===== config.mk =====
export PLATFORM = sky130hd
export DESIGN_NAME = jadc_top
export DESIGN_NICKNAME = d
export VERILOG_FILES = /design/src/inc/jadc_pkg.sv /design/src/core/jadc_debounce.sv /design/src/core/jadc_pulse_tester.sv /design/src/core/jadc_top.sv
export SDC_FILE = /design/constraint.sdc
export NUM_CORES = 1
export LEC_CHECK = 0
export CAP_MARGIN = 20
export CORE_MARGIN = 2
export CORE_UTILIZATION = 63
export DETAILED_ROUTE_END_ITERATION = 10
export DONT_BUFFER_PORTS = 1
export GPL_ROUTABILITY_DRIVEN = 0
export GPL_TIMING_DRIVEN = 0
export PLACE_DENSITY = 0.85
export SYNTH_ARGS = -nofsm -noshare
export SYNTH_HDL_FRONTEND = slang
export SYNTH_SLANG_ARGS = --single-unit
export TNS_END_PERCENT = 100

===== constraint.sdc =====
create_clock -name ref_clk -period 5 [get_ports ref_clk]
set_clock_uncertainty 0.15 [all_clocks]
set_input_delay 1 -clock ref_clk [delete_from_list [all_inputs] [get_ports ref_clk]]
set_output_delay 1 -clock ref_clk [all_outputs]
set_load 0.03 [all_outputs]

===== src/inc/jadc_pkg.sv =====
// package: register map, field layout, state codes and timing for jack accessory detect
package jadc_pkg;

  // register offsets
  localparam logic [7:0] ADDR_STATE   = 8'h19;
  localparam logic [7:0] ADDR_TEST    = 8'h1A;
  localparam logic [7:0] ADDR_SCRATCH = 8'h1B;
  localparam logic [7:0] ADDR_CLKCTL  = 8'h1C;
  localparam logic [7:0] ADDR_ENABLE  = 8'h1D;

  // field positions
  localparam int FORCE_BIT     = 7;
  localparam int DEB_BIT       = 7;
  localparam int RSVD_TEST_BIT = 6;
  localparam int REP_LSB       = 4;
  localparam int WID_LSB       = 2;
  localparam int AMP_LSB       = 0;
  localparam int SCANCLK_BIT   = 7;
  localparam int ACTIVE_BIT    = 7;

  // reset values
  localparam logic [7:0] STATE_RST   = 8'h80;
  localparam logic [7:0] TEST_RST    = 8'h05;
  localparam logic [7:0] SCRATCH_RST = 8'h00;
  localparam logic [7:0] CLKCTL_RST  = 8'h01;
  localparam logic [7:0] ENABLE_RST  = 8'h00;

  // accessory state codes
  localparam logic [6:0] ST_NONE     = 7'h00;
  localparam logic [6:0] ST_HS_SLV   = 7'h01;
  localparam logic [6:0] ST_HS_R2    = 7'h02;
  localparam logic [6:0] ST_MONO_GND = 7'h0A;
  localparam logic [6:0] ST_MONO_TIP = 7'h0C;
  localparam logic [6:0] ST_MONO_FLT = 7'h0E;
  localparam logic [6:0] ST_HP_BOTH  = 7'h10;
  localparam logic [6:0] ST_HP_LEFT  = 7'h11;
  localparam logic [6:0] ST_HP_RIGHT = 7'h12;
  localparam logic [6:0] ST_LO_BOTH  = 7'h1A;
  localparam logic [6:0] ST_LO_RIGHT = 7'h1B;
  localparam logic [6:0] ST_LO_LEFT  = 7'h1C;
  localparam logic [6:0] ST_UNSUP    = 7'h1F;

  // contact classification vector bits
  localparam int CMP_TIP_LOAD = 0;
  localparam int CMP_R1_LOAD  = 1;
  localparam int CMP_R1_GND   = 2;
  localparam int CMP_R1_TIP   = 3;
  localparam int CMP_R2_GND   = 4;
  localparam int CMP_SLV_GND  = 5;
  localparam int CMP_LINEOUT  = 6;
  localparam int CMP_W        = 7;

  // timing
  localparam int unsigned CLK_MHZ          = 250;
  localparam int unsigned DEB_INS_SHORT_US = 3000;
  localparam int unsigned DEB_REM_SHORT_US = 12000;
  localparam int unsigned DEB_INS_LONG_US  = 20000;
  localparam int unsigned DEB_REM_LONG_US  = 80000;
  localparam int unsigned PW_25_US         = 25;
  localparam int unsigned PW_50_US         = 50;
  localparam int unsigned PW_100_US        = 100;
  localparam int unsigned PW_200_US        = 200;
  localparam int unsigned DEB_INS_SHORT_CYC = DEB_INS_SHORT_US * CLK_MHZ;
  localparam int unsigned DEB_REM_SHORT_CYC = DEB_REM_SHORT_US * CLK_MHZ;
  localparam int unsigned DEB_INS_LONG_CYC  = DEB_INS_LONG_US * CLK_MHZ;
  localparam int unsigned DEB_REM_LONG_CYC  = DEB_REM_LONG_US * CLK_MHZ;
  localparam int unsigned PW_25_CYC         = PW_25_US * CLK_MHZ;
  localparam int unsigned PW_50_CYC         = PW_50_US * CLK_MHZ;
  localparam int unsigned PW_100_CYC        = PW_100_US * CLK_MHZ;
  localparam int unsigned PW_200_CYC        = PW_200_US * CLK_MHZ;
  localparam int DEB_W = 25;
  localparam int PW_W  = 16;

  // pulse amplitude divisors of the supply, by code
  localparam logic [6:0] AMP_DIV_00 = 7'h24;
  localparam logic [6:0] AMP_DIV_01 = 7'h48;
  localparam logic [6:0] AMP_DIV_10 = 7'h12;
  localparam logic [6:0] AMP_DIV_11 = 7'h09;

  typedef enum logic [1:0] {PT_IDLE, PT_PULSE, PT_GAP} jadc_pt_state_t;

endpackage : jadc_pkg


===== src/core/jadc_debounce.sv =====
// file: comparator debounce with separate rise and fall stability times
`timescale 1ns/10ps
`default_nettype none
module jadc_debounce
  import jadc_pkg::*;
#(
  parameter int CW = jadc_pkg::DEB_W
) (
  // clock and reset
  input  wire logic          ref_clk,
  input  wire logic          srst,
  // synchronised comparator level and stability targets
  input  wire logic          sample,
  input  wire logic [CW-1:0] rise_cyc,
  input  wire logic [CW-1:0] fall_cyc,
  // accepted level
  output var  logic          level_q
);
  import jadc_pkg::*;

  localparam logic [CW-1:0] ONE = 1;

  logic [CW-1:0] cnt_q;
  logic          last_q;
  logic [CW-1:0] target;

  assign target = sample ? rise_cyc : fall_cyc;

  // count stable cycles; any toggle restarts the count
  always_ff @(posedge ref_clk) begin
    if (srst) begin
      cnt_q   <= '0;
      last_q  <= 1'b0;
      level_q <= 1'b0;
    end else begin
      last_q <= sample;
      if (sample != last_q) begin
        cnt_q <= '0;
      end else if (sample != level_q) begin
        if (cnt_q + ONE >= target) begin
          level_q <= sample;
          cnt_q   <= '0;
        end else begin
          cnt_q <= cnt_q + ONE;
        end
      end else begin
        cnt_q <= '0;
      end
    end
  end

  a_deb_toggle_restart: assert property (@(posedge ref_clk) disable iff (srst)
    (sample != last_q) |=> (cnt_q == '0) && $stable(level_q))
    else $error("debounce count not restarted on toggle");

  a_deb_full_time: assert property (@(posedge ref_clk) disable iff (srst)
    (level_q != $past(level_q)) |-> ($past(cnt_q) + ONE >= $past(target)))
    else $error("debounced level changed before full interval");

endmodule : jadc_debounce
`default_nettype wire


===== src/core/jadc_pulse_tester.sv =====
// file: repeated detection pulse test sequencer with combined result
`timescale 1ns/10ps
`default_nettype none
module jadc_pulse_tester
  import jadc_pkg::*;
#(
  parameter int PW = jadc_pkg::PW_W
) (
  // clock and reset
  input  wire logic                        ref_clk,
  input  wire logic                        srst,
  // test request and settings
  input  wire logic                        start,
  input  wire logic [1:0]                  repeat_sel,
  input  wire logic [PW-1:0]               width_cyc,
  // contact classification sampled at end of each pulse
  input  wire logic [jadc_pkg::CMP_W-1:0]  cmp,
  // test drive and result
  output var  logic                        test_pulse_q,
  output var  logic                        busy_q,
  output var  logic                        done_q,
  output var  logic [jadc_pkg::CMP_W-1:0]  result_q
);
  import jadc_pkg::*;

  localparam logic [PW-1:0] ONE = 1;

  jadc_pt_state_t    st_q;
  logic [PW-1:0]     cnt_q;
  logic [3:0]        left_q;
  logic [CMP_W-1:0]  acc_q;
  logic [3:0]        runs_q;

  // sequencer: pulse, sample, short gap, repeat
  always_ff @(posedge ref_clk) begin
    if (srst) begin
      st_q         <= PT_IDLE;
      cnt_q        <= '0;
      left_q       <= 4'h0;
      acc_q        <= '0;
      runs_q       <= 4'h0;
      test_pulse_q <= 1'b0;
      busy_q       <= 1'b0;
      done_q       <= 1'b0;
      result_q     <= '0;
    end else begin
      done_q <= 1'b0;
      case (st_q)
        PT_IDLE: begin
          if (start) begin
            st_q         <= PT_PULSE;
            cnt_q        <= width_cyc;
            left_q       <= 4'((4'h1 << repeat_sel) - 4'h1);
            acc_q        <= '1;
            runs_q       <= 4'h0;
            test_pulse_q <= 1'b1;
            busy_q       <= 1'b1;
          end
        end
        PT_PULSE: begin
          if (cnt_q <= ONE) begin
            test_pulse_q <= 1'b0;
            runs_q       <= runs_q + 4'h1;
            if (left_q == 4'h0) begin
              st_q     <= PT_IDLE;
              busy_q   <= 1'b0;
              done_q   <= 1'b1;
              result_q <= acc_q & cmp;
            end else begin
              st_q   <= PT_GAP;
              acc_q  <= acc_q & cmp;
              left_q <= left_q - 4'h1;
            end
          end else begin
            cnt_q <= cnt_q - ONE;
          end
        end
        PT_GAP: begin
          st_q         <= PT_PULSE;
          cnt_q        <= width_cyc;
          test_pulse_q <= 1'b1;
        end
        default: begin
          st_q <= PT_IDLE;
        end
      endcase
    end
  end

  a_tester_run_count: assert property (@(posedge ref_clk) disable iff (srst)
    done_q |-> (runs_q == 4'((4'h1 << $past(repeat_sel, 2))))
      || ($past(repeat_sel) != $past(repeat_sel, 2)))
    else $error("pulse test ran wrong number of times");

endmodule : jadc_pulse_tester
`default_nettype wire


===== src/core/jadc_top.sv =====
// file: jack accessory detect configuration, reporting and scan clock control
`timescale 1ns/10ps
`default_nettype none
module jadc_top
  import jadc_pkg::*;
#(
  parameter int unsigned DEB_INS_SHORT = jadc_pkg::DEB_INS_SHORT_CYC,
  parameter int unsigned DEB_REM_SHORT = jadc_pkg::DEB_REM_SHORT_CYC,
  parameter int unsigned DEB_INS_LONG  = jadc_pkg::DEB_INS_LONG_CYC,
  parameter int unsigned DEB_REM_LONG  = jadc_pkg::DEB_REM_LONG_CYC,
  parameter int unsigned PW_25         = jadc_pkg::PW_25_CYC,
  parameter int unsigned PW_50         = jadc_pkg::PW_50_CYC,
  parameter int unsigned PW_100        = jadc_pkg::PW_100_CYC,
  parameter int unsigned PW_200        = jadc_pkg::PW_200_CYC
) (
  // clock and reset
  input  wire logic                        ref_clk,
  input  wire logic                        srst,
  // register access port
  input  wire logic [7:0]                  reg_addr,
  input  wire logic [7:0]                  reg_wdata,
  input  wire logic                        reg_wr,
  input  wire logic                        reg_rd,
  output var  logic [7:0]                  reg_rdata_q,
  // jack comparators (asynchronous)
  input  wire logic                        jack_sense_raw,
  input  wire logic                        button_raw,
  input  wire logic [jadc_pkg::CMP_W-1:0]  contact_cmp_raw,
  // contact configuration and test drive
  output var  logic [6:0]                  contact_cfg_q,
  output var  logic                        test_pulse_q,
  output var  logic [1:0]                  pulse_amp_q,
  output var  logic [6:0]                  pulse_div_q,
  // status and scan clock
  output var  logic                        jack_present_q,
  output var  logic                        button_press_q,
  output var  logic                        detect_busy_q,
  output var  logic                        scan_clk_en_q
);
  import jadc_pkg::*;

  logic [7:0]       test_q;
  logic [7:0]       scratch_q;
  logic [7:0]       clkctl_q;
  logic             active_q;
  logic             force_q;
  logic [6:0]       state_wr_q;
  logic [6:0]       det_state_q;
  logic             active_d1_q;
  logic             jack_d1_q;
  logic [CMP_W+1:0] sync1_q;
  logic [CMP_W+1:0] sync2_q;
  logic [DEB_W-1:0] ins_cyc;
  logic [DEB_W-1:0] rem_cyc;
  logic [PW_W-1:0]  width_cyc;
  logic             start;
  logic             done;
  logic [CMP_W-1:0] result;
  logic [7:0]       rdata_d;

  // map a pulse width code to clock cycles
  function automatic logic [PW_W-1:0] pulse_cycles(input logic [1:0] code);
    case (code)
      2'b00:   pulse_cycles = PW_W'(PW_50);
      2'b01:   pulse_cycles = PW_W'(PW_25);
      2'b10:   pulse_cycles = PW_W'(PW_100);
      default: pulse_cycles = PW_W'(PW_200);
    endcase
  endfunction : pulse_cycles

  // map an amplitude code to its supply divisor
  function automatic logic [6:0] amp_divisor(input logic [1:0] code);
    case (code)
      2'b00:   amp_divisor = AMP_DIV_00;
      2'b01:   amp_divisor = AMP_DIV_01;
      2'b10:   amp_divisor = AMP_DIV_10;
      default: amp_divisor = AMP_DIV_11;
    endcase
  endfunction : amp_divisor

  // turn combined contact results into an accessory state code
  function automatic logic [6:0] classify(input logic present, input logic [CMP_W-1:0] c);
    logic [6:0] base;
    logic       tip;
    logic       r1;
    base = ST_NONE;
    tip  = c[CMP_TIP_LOAD];
    r1   = c[CMP_R1_LOAD];
    if (!present) begin
      classify = ST_NONE;
    end else if (c[CMP_R2_GND] && c[CMP_SLV_GND]) begin
      if (!tip && !r1) begin
        classify = ST_UNSUP;
      end else if (c[CMP_LINEOUT]) begin
        classify = (tip && r1) ? ST_LO_BOTH : (tip ? ST_LO_LEFT : ST_LO_RIGHT);
      end else begin
        classify = (tip && r1) ? ST_HP_BOTH : (tip ? ST_HP_LEFT : ST_HP_RIGHT);
      end
    end else begin
      if (c[CMP_R1_GND]) begin
        base = ST_MONO_GND;
      end else if (c[CMP_R1_TIP]) begin
        base = ST_MONO_TIP;
      end else if (r1) begin
        base = ST_HS_SLV;
      end else begin
        base = ST_MONO_FLT;
      end
      // mic on ring2 with sleeve grounded takes the next code
      classify = c[CMP_R2_GND] ? base : 7'(base + 7'h01);
    end
  endfunction : classify

  // two-stage synchronisers for all comparator pins
  always_ff @(posedge ref_clk) begin
    if (srst) begin
      sync1_q <= '0;
      sync2_q <= '0;
    end else begin
      sync1_q <= {button_raw, jack_sense_raw, contact_cmp_raw};
      sync2_q <= sync1_q;
    end
  end

  // debounce times chosen by the select bit
  assign ins_cyc = test_q[DEB_BIT] ? DEB_W'(DEB_INS_LONG) : DEB_W'(DEB_INS_SHORT);
  assign rem_cyc = test_q[DEB_BIT] ? DEB_W'(DEB_REM_LONG) : DEB_W'(DEB_REM_SHORT);
  assign width_cyc = pulse_cycles(test_q[WID_LSB+:2]);

  // jack sense: open means inserted; removal uses the longer time
  jadc_debounce #(.CW(DEB_W)) u_jack_debounce_select (
    .ref_clk  (ref_clk),
    .srst     (srst),
    .sample   (sync2_q[CMP_W]),
    .rise_cyc (ins_cyc),
    .fall_cyc (rem_cyc),
    .level_q  (jack_present_q)
  );

  // sleep-mode button press uses the insertion time both ways
  jadc_debounce #(.CW(DEB_W)) u_button_deb (
    .ref_clk  (ref_clk),
    .srst     (srst),
    .sample   (sync2_q[CMP_W+1]),
    .rise_cyc (ins_cyc),
    .fall_cyc (ins_cyc),
    .level_q  (button_press_q)
  );

  // detection begins on the rising edge of the active bit while a jack is present
  assign start = active_q && !active_d1_q && jack_present_q;

  jadc_pulse_tester #(.PW(PW_W)) u_tester (
    .ref_clk      (ref_clk),
    .srst         (srst),
    .start        (start),
    .repeat_sel   (test_q[REP_LSB+:2]),
    .width_cyc    (width_cyc),
    .cmp          (sync2_q[CMP_W-1:0]),
    .test_pulse_q (test_pulse_q),
    .busy_q       (detect_busy_q),
    .done_q       (done),
    .result_q     (result)
  );

  // register writes
  always_ff @(posedge ref_clk) begin
    if (srst) begin
      test_q     <= TEST_RST;
      scratch_q  <= SCRATCH_RST;
      clkctl_q   <= CLKCTL_RST;
      active_q   <= ENABLE_RST[ACTIVE_BIT];
      force_q    <= STATE_RST[FORCE_BIT];
      state_wr_q <= STATE_RST[6:0];
    end else if (reg_wr) begin
      case (reg_addr)
        ADDR_TEST:    test_q <= reg_wdata & ~(8'h01 << RSVD_TEST_BIT);
        ADDR_SCRATCH: scratch_q <= reg_wdata;
        ADDR_CLKCTL:  clkctl_q <= reg_wdata;
        ADDR_ENABLE:  active_q <= reg_wdata[ACTIVE_BIT];
        ADDR_STATE: begin
          force_q    <= reg_wdata[FORCE_BIT];
          state_wr_q <= reg_wdata[6:0];
        end
        default: begin
        end
      endcase
    end
  end

  // edge history for active and jack presence
  always_ff @(posedge ref_clk) begin
    if (srst) begin
      active_d1_q <= 1'b0;
      jack_d1_q   <= 1'b0;
    end else begin
      active_d1_q <= active_q;
      jack_d1_q   <= jack_present_q;
    end
  end

  // detected state: cleared on removal, loaded on test completion
  always_ff @(posedge ref_clk) begin
    if (srst) begin
      det_state_q <= ST_NONE;
    end else if (reg_wr && reg_addr == ADDR_STATE && reg_wdata[FORCE_BIT] && !force_q) begin
      det_state_q <= state_wr_q;
    end else if (jack_d1_q && !jack_present_q) begin
      det_state_q <= ST_NONE;
    end else if (done) begin
      det_state_q <= classify(jack_present_q, result);
    end
  end

  // drives toward the jack and the scan clock
  always_ff @(posedge ref_clk) begin
    if (srst) begin
      contact_cfg_q <= ST_NONE;
      pulse_amp_q   <= TEST_RST[AMP_LSB+:2];
      pulse_div_q   <= amp_divisor(TEST_RST[AMP_LSB+:2]);
      scan_clk_en_q <= CLKCTL_RST[SCANCLK_BIT];
    end else begin
      contact_cfg_q <= force_q ? det_state_q : state_wr_q;
      pulse_amp_q   <= test_q[AMP_LSB+:2];
      pulse_div_q   <= amp_divisor(test_q[AMP_LSB+:2]);
      scan_clk_en_q <= clkctl_q[SCANCLK_BIT];
    end
  end

  // read data selection
  always_comb begin
    case (reg_addr)
      ADDR_STATE:   rdata_d = {force_q, force_q ? det_state_q : state_wr_q};
      ADDR_TEST:    rdata_d = test_q;
      ADDR_SCRATCH: rdata_d = scratch_q;
      ADDR_CLKCTL:  rdata_d = clkctl_q;
      ADDR_ENABLE:  rdata_d = {active_q, 7'h00};
      default:      rdata_d = 8'h00;
    endcase
  end

  // registered read answer
  always_ff @(posedge ref_clk) begin
    if (srst) begin
      reg_rdata_q <= 8'h00;
    end else if (reg_rd) begin
      reg_rdata_q <= rdata_d;
    end
  end

  a_test_rsvd_zero: assert property (@(posedge ref_clk) disable iff (srst)
    reg_wr && reg_addr == ADDR_TEST |=> test_q[RSVD_TEST_BIT] == 1'b0)
    else $error("reserved test bit became set");

  a_field_reset: assert property (@(posedge ref_clk)
    srst |=> test_q[WID_LSB+:2] == 2'b01 && test_q[AMP_LSB+:2] == 2'b01)
    else $error("width or amplitude reset code wrong");

  a_scan_clk_follow: assert property (@(posedge ref_clk) disable iff (srst)
    reg_wr && reg_addr == ADDR_CLKCTL |=> ##1 scan_clk_en_q == $past(reg_wdata[SCANCLK_BIT], 2))
    else $error("scan clock enable does not follow bit 7");

  a_detect_start: assert property (@(posedge ref_clk) disable iff (srst)
    start && !detect_busy_q |=> detect_busy_q && test_pulse_q)
    else $error("detection did not start on activation");

  a_force_apply: assert property (@(posedge ref_clk) disable iff (srst)
    !$past(force_q) |-> contact_cfg_q == $past(state_wr_q))
    else $error("forced state not applied to contacts");

  a_removal_none: assert property (@(posedge ref_clk) disable iff (srst)
    jack_d1_q && !jack_present_q && !(reg_wr && reg_addr == ADDR_STATE) |=> det_state_q == ST_NONE)
    else $error("removal did not report nothing inserted");

  a_deb_select: assert property (@(posedge ref_clk) disable iff (srst)
    test_q[DEB_BIT] |-> ins_cyc == DEB_W'(DEB_INS_LONG) && rem_cyc == DEB_W'(DEB_REM_LONG))
    else $error("debounce times do not follow select bit");

endmodule : jadc_top
`default_nettype wire


# Yosys cells after proc, flatten, opt, wreduce, memory -nomap -nowiden

Cells that the tools add are included.

Flip-flop bits (word level): 177
Output and inout port bits: 29
Word-level logic and storage cells: 154

$add $sub $neg: 6
Magnitude comparators: 3
Equality and inequality tests: 20
Shift-type cells: 1
Mux-type cells: 50
Bitwise operators: 7
Reduce and logical (&&, ||, !) cells: 37

Operator list:

| kind                    | count |
|---|---|
| $mux W7                 | 16 |
| $pmux W16 S3            | 2 |
| $add A25 B1 Y25 const B | 2 |
| $mux W25                | 2 |
| $eq A8 B5 Y1 const B    | 5 |
| $pmux W8 S5             | 1 |
| $mux W16                | 2 |
| $mux W4                 | 8 |
| $ge A25 B23 Y1          | 1 |
| $ge A25 B25 Y1          | 1 |
| $mux W23                | 1 |
| $pmux W7 S3             | 1 |
| $le A16 B1 Y1 const B   | 1 |
| $sub A16 B1 Y16 const B | 1 |
| $reduce_and A3 Y1       | 5 |
| $pmux W7 S2             | 1 |
| $reduce_and A2 Y1       | 6 |
| $mux W2                 | 5 |
| $logic_and A1 B1 Y1     | 9 |
| $pmux W4 S2             | 1 |
| $reduce_and A4 Y1       | 2 |
| $reduce_or A4 Y1        | 2 |
| $sub A4 B1 Y4 const B   | 2 |
| $add A7 B1 Y7 const B   | 1 |
| other kinds (19)        | 46 |

# Logic depth before layout (Yosys ltp)

Word-level depth: 16
Gate-level depth with buffers: 16

# Modules after synthesis

Synthesis repeated with hierarchy kept, for this count alone.

Cells, all modules: 1035
Area, all modules: 9296.4 um^2

Modules (own cells, without submodules):

| module                                  | instances | cells an instance | area an instance (um^2) | sequential area each (um^2) |
|---|---|---|---|---|
| jadc_top                                | 1         | 343               | 3269.4                  | 1641.6 |
| jadc_debounce at u_jack_debounce_select | 1         | 222               | 2057.0                  | 540.5 |
| jadc_pulse_tester                       | 1         | 253               | 1989.4                  | 780.7 |
| jadc_debounce at u_button_deb           | 1         | 217               | 1980.6                  | 540.5 |

# Worst setup path before layout

OpenSTA, ideal clock, no wires.

Path type: register -> register
From: register u_button_deb.cnt_q[0]
To: register u_button_deb.cnt_q[15]
Library setup time: 0.122 ns
Data arrival time: 3.429 ns
Data required time: 4.728 ns
Slack: 1.299 ns
Stages on the path, launching flop included: 17
Path buffers: 2
Clock period less this slack: 3.701 ns
Path through: dfxtp_1 > ha_1 > nand3_1 > or3_1 > clkbuf_1 > nor2_1 > xor2_1 > ha_1 > nand4b_1 > or4_1 > nand3_1 > o31a_1 > o2111ai_1 > a2111o_1 > nand4b_2 > buf_6 > nor2_1

Cells in the longest elaborated chain, start to end: 3

RTL lines:

| item                       | RTL line                                 | RTL |
|---|---|---|
| start: declaration         | jadc_debounce.sv:23                      | `logic [CW-1:0] cnt_q;` |
| start signal: assignment   | jadc_debounce.sv:44                      | `cnt_q <= cnt_q + ONE;` |
| $add A25 B1 Y25 *          | jadc_debounce.sv:40, jadc_debounce.sv:44 |  |
| $ge A25 B23 Y1             | jadc_debounce.sv:40                      | `if (cnt_q + ONE >= target) begin` |
| $reduce_or A4 Y1 (no line) | -                                        |  |

Mark *: on every way between the ends. The rest lies on a longest branch, timed or not.
A chain may end at the register's enable or synchronous reset.

# Worst setup path in the final report

From: register u_jack_debounce_select.cnt_q[0]
To: register u_jack_debounce_select.cnt_q[14]

Cells in the longest elaborated chain, start to end: 3

RTL lines:

| item                       | RTL line |
|---|---|
| start: declaration         | jadc_debounce.sv:23 |
| start signal: assignment   | jadc_debounce.sv:44 |
| $add A25 B1 Y25 *          | jadc_debounce.sv:40, jadc_debounce.sv:44 |
| $ge A25 B25 Y1             | jadc_debounce.sv:40 |
| $reduce_or A4 Y1 (no line) | - |

Marked as above.

==> summary.txt <==
Die
  • Std-Cell Core Area: 0.0127 mm²
  • Die span in y: approximately 120 µm
  • Row count: just over 40
  • Die Width: 119 µm
  • # IOs: 58
  • Effective utilization at floorplan: 0.650
  • Die footprint: 0.0141 mm²

Clocking
  • Sink Count: 175
  • CTS root buffer: clkbuf_16
  • Cts bufs inserted: 17
  • # Post-CTS Setup Buffers: 0
  • CTS tree: yes
  • Clock Pin Slew Worst Setup and Hold Paths: 0.06 ns
  • CTS H-Tree Depth: 4
  • CTS Hold Bufs: 0
  • Clock Tree Buf Depth: 2
  • Skew-Pair Late Insertion Delay: around 0.44 ns
  • Post-CTS sizing: 0

Critical path
  • Worst path cell trace: ha_1 -> and3_1 -> nand3_1 -> nor4_1 -> nand3_1 -> xnor2_1 -> ha_1 -> a21o_1 -> a21o_1 -> a21oi_1 -> nand2_1 -> o21ai_0 -> a41oi_1 -> or2_2 -> clkbuf_1 -> nor2b_1
  • Terminus of the critical flop-to-flop path: u_jack_debounce_select.cnt_q[14]
  • Slowest CP cell: nor4_1
  • Worst r2r src: u_jack_debounce_select.cnt_q[0]
  • Setup crit end kind: flop
  • Startpoint Class: flop
  • Crit Path Class: reg2reg
  • Worst EP arrival: 4.67 ns
  • Crit Path Max Fanout: 10
  • Crit path required time: 5.21 ns
  • Reg2reg path depth: 16
  • CP peak stage delay: 0.68 ns
  • Worst setup startpoint: u_jack_debounce_select.cnt_q[0]
  • R2R setup slack: 0.54 ns

Logic synthesis
  • Seq/Total Area, Yosys: 0.424
  • Syn Inst Count: 978
  • Avg Inst Size Synth: 8.46 µm²
  • Mapped Area: about 0.0083 mm²
  • Synth async-reset ratio: 0
  • Synth top cells by count: dfxtp_1, nor2_1, a21oi_1
  • Area contributors post-synth: dfxtp_1, ha_1, a21oi_1
  • Yosys top cell area share: 0.424
  • EDFF count, synth: 0
  • Seq cells post-synth: 175
  • Leading area contributor after synthesis: dfxtp_1
  • Most numerous cell in the Yosys netlist: dfxtp_1
  • Synth unique cells: 60
  • Top FF cell, synth: dfxtp_1
  • Synth Warn #: 0

Hold path
  • Hold crit path type: reg2reg
  • Worst min-delay path startpoint: sync1_q[1]
  • Hold endpoint: sync2_q[1]
  • Hold depth: 1

Status
  • Outcome: complete, no violations

STA
  • Measured slew at the worst slew-check pin: around 0.94 ns
  • Slew headroom: 0.366
  • Worst setup margin: between 0.5 and 0.6 ns
  • Fin. Hold Viols: 0
  • Fin crit period: 4.46 ns
  • Max Fclk: 0.224 GHz
  • Final setup viols: 0
  • Final period utilization: 0.892
  • Final Max Tran Viols: 0
  • Setup_tns: 0 ns
  • RSZ-0062 raised after global routing: false

Placement
  • Worst slack at placement: 0.645 ns
  • Number of port buffers: 0
  • Dpl hpwl: 13,900 µm

Global route
  • Number of global-route vias before repair: 6,880
  • First-pass GRT wire length: between 30,000 and 40,000 µm
  • Total track usage: 0.287
  • Initial antenna violation count: 0
  • Gr ovfl total: 0
  • Pin count of the biggest net entering global routing: 17

Route
  • Post-route ant nets: 0
  • Vias after detailed routing: between 7,000 and 8,000
  • DRC viols: 0
  • Drt wl/cell: 16.9 µm
  • Via/cell ratio: 6.08
  • Initial DRT Pass Iterations: 5
  • DRT Wirelength: 20,000 µm
  • Initial DRC count: 675

Layout
  • Antenna cells: 0
  • Fill count: 990
  • Final #Nets: 1,076
  • Layout cell share with drive strength beyond 1: 0.0446
  • Layout area overhead: 10.1%

Power and ir drop
  • Pleak: roughly 3.5 nW
  • PD cells: roughly 310 mW/mm²
  • Maximum VDD drop: approximately 260 µV
  • Pwr Total: between 2 and 3 mW

Run
  • Max Cap Viol: 0
-- routing by layer --
layer,part of all wire,vias up,track usage,wire length (µm)
met2,0.49,298,0.482,9790
met1,0.41,3383,0.353,8290
met3,0.071,42,0.0671,1420
met5,0,-,0,0
met4,0.026,0,0.117,513
li1,-,3467,-,-
-- sequential cells by signal, indices dropped and copies added (netlist names), 2 cells and up --
signal	cells
pulse_amp_q	2
contact_cfg_q	7
test_q	7
scratch_q	8
sync1_q	9
det_state_q	7
u_jack_debounce_select.cnt_q	25
pulse_div_q	5
u_tester.st_q	2
u_tester.acc_q	7
reg_rdata_q	8
u_button_deb.cnt_q	25
u_tester.left_q	4
u_tester.result_q	7
clkctl_q	8
state_wr_q	7
u_tester.cnt_q	16
sync2_q	9
-- layout make-up --
class	instances	area, µm²	area share
plain buffers	41	180	0.0198
clock buffers	18	439	0.0482
clock inverters	13	179	0.0196
inverters	31	116	0.0128
multi-input cells	732	4470	0.491
flip-flops and latches	175	3500	0.385
well taps	172	215	0.0236
-- worst max-delay path by stage --
stage / slack [ns] / to / cells past startpoint
2_1_floorplan: 1.30 / u_button_deb.cnt_q[15] / 16
3_3_place_gp: 0.77 / u_jack_debounce_select.cnt_q[9] / 16
3_5_place_dp: 0.64 / u_jack_debounce_select.cnt_q[11] / 16
4_1_cts: 0.62 / u_jack_debounce_select.cnt_q[14] / 16
5_1_grt: 0.13 / u_jack_debounce_select.cnt_q[11] / 16
6_report: 0.54 / u_jack_debounce_select.cnt_q[14] / 16
-- where the power goes --
group	switching, mW	leakage, nW	internal, mW
logic	0.0364	1.76	0.0139
clock network	0.579	0.293	0.809
registers	0.00564	1.41	1.40
total	0.621	3.46	2.23
-- logic make-up after synthesis --
kind of cell	count (synthesis)	synth area share
adder cells (fa/ha/maj)	49	0.0741
flip-flops	175	0.424
AO/OA/AOI/OAI	192	0.138
AND/OR/NAND/NOR	425	0.258
other	1	0.000453
multiplexers	18	0.0218
buffers and inverters	72	0.0359
XOR/XNOR	46	0.0487
-- metrics by stage --
stage | instance area, µm² | std cells | utilization | hold WS, ns
6_report | 9110 | 1182 | 0.716 | 0.285
3_5_place_dp | 8490 | 1151 | 0.667 | 0.272
3_3_place_gp | 8490 | 1151 | 0.667 | 0.274
2_1_floorplan | 8270 | 979 | - | 0.264
4_1_cts | 9110 | 1182 | 0.716 | 0.288
5_1_grt | 9110 | 1182 | 0.716 | 0.307
-- worst max-delay path: cells and delay by family (launching register included) --
| kind | cells | cell delay [ns] |
|---|---|---|
| simple gates | 7 | 1.89 |
| compound gates | 5 | 0.91 |
| fa+ha+maj | 2 | 0.50 |
| flops | 1 | 0.40 |
| buf+inv | 1 | 0.28 |
| xor+xnor | 1 | 0.26 |
-- layout by cell type (no fill, tap or decap), types with 5 or more instances in the layout --
cell type / netlist / layout
dfxtp_1: 175 / 175
nor2_1: 106 / 106
a21oi_1: 90 / 90
nand2_1: 86 / 86
nand3_1: 70 / 70
nor2b_1: 58 / 58
ha_1: 49 / 49
o21ai_0: 36 / 36
clkbuf_1: 32 / 32
inv_1: 31 / 31
xnor2_1: 28 / 28
nor3_1: 25 / 25
xor2_1: 18 / 18
mux2i_1: 18 / 18
clkbuf_16: 0 / 17
and3_1: 13 / 13
nand4_1: 13 / 13
nor4_1: 11 / 11
a22oi_1: 10 / 10
or3_1: 9 / 9
a31oi_1: 8 / 8
a21o_1: 8 / 8
o211ai_1: 7 / 7
a211oi_1: 6 / 6
and4_1: 5 / 5
nand2b_1: 5 / 5
Note: power is estimated with default switching activity, not from simulation.
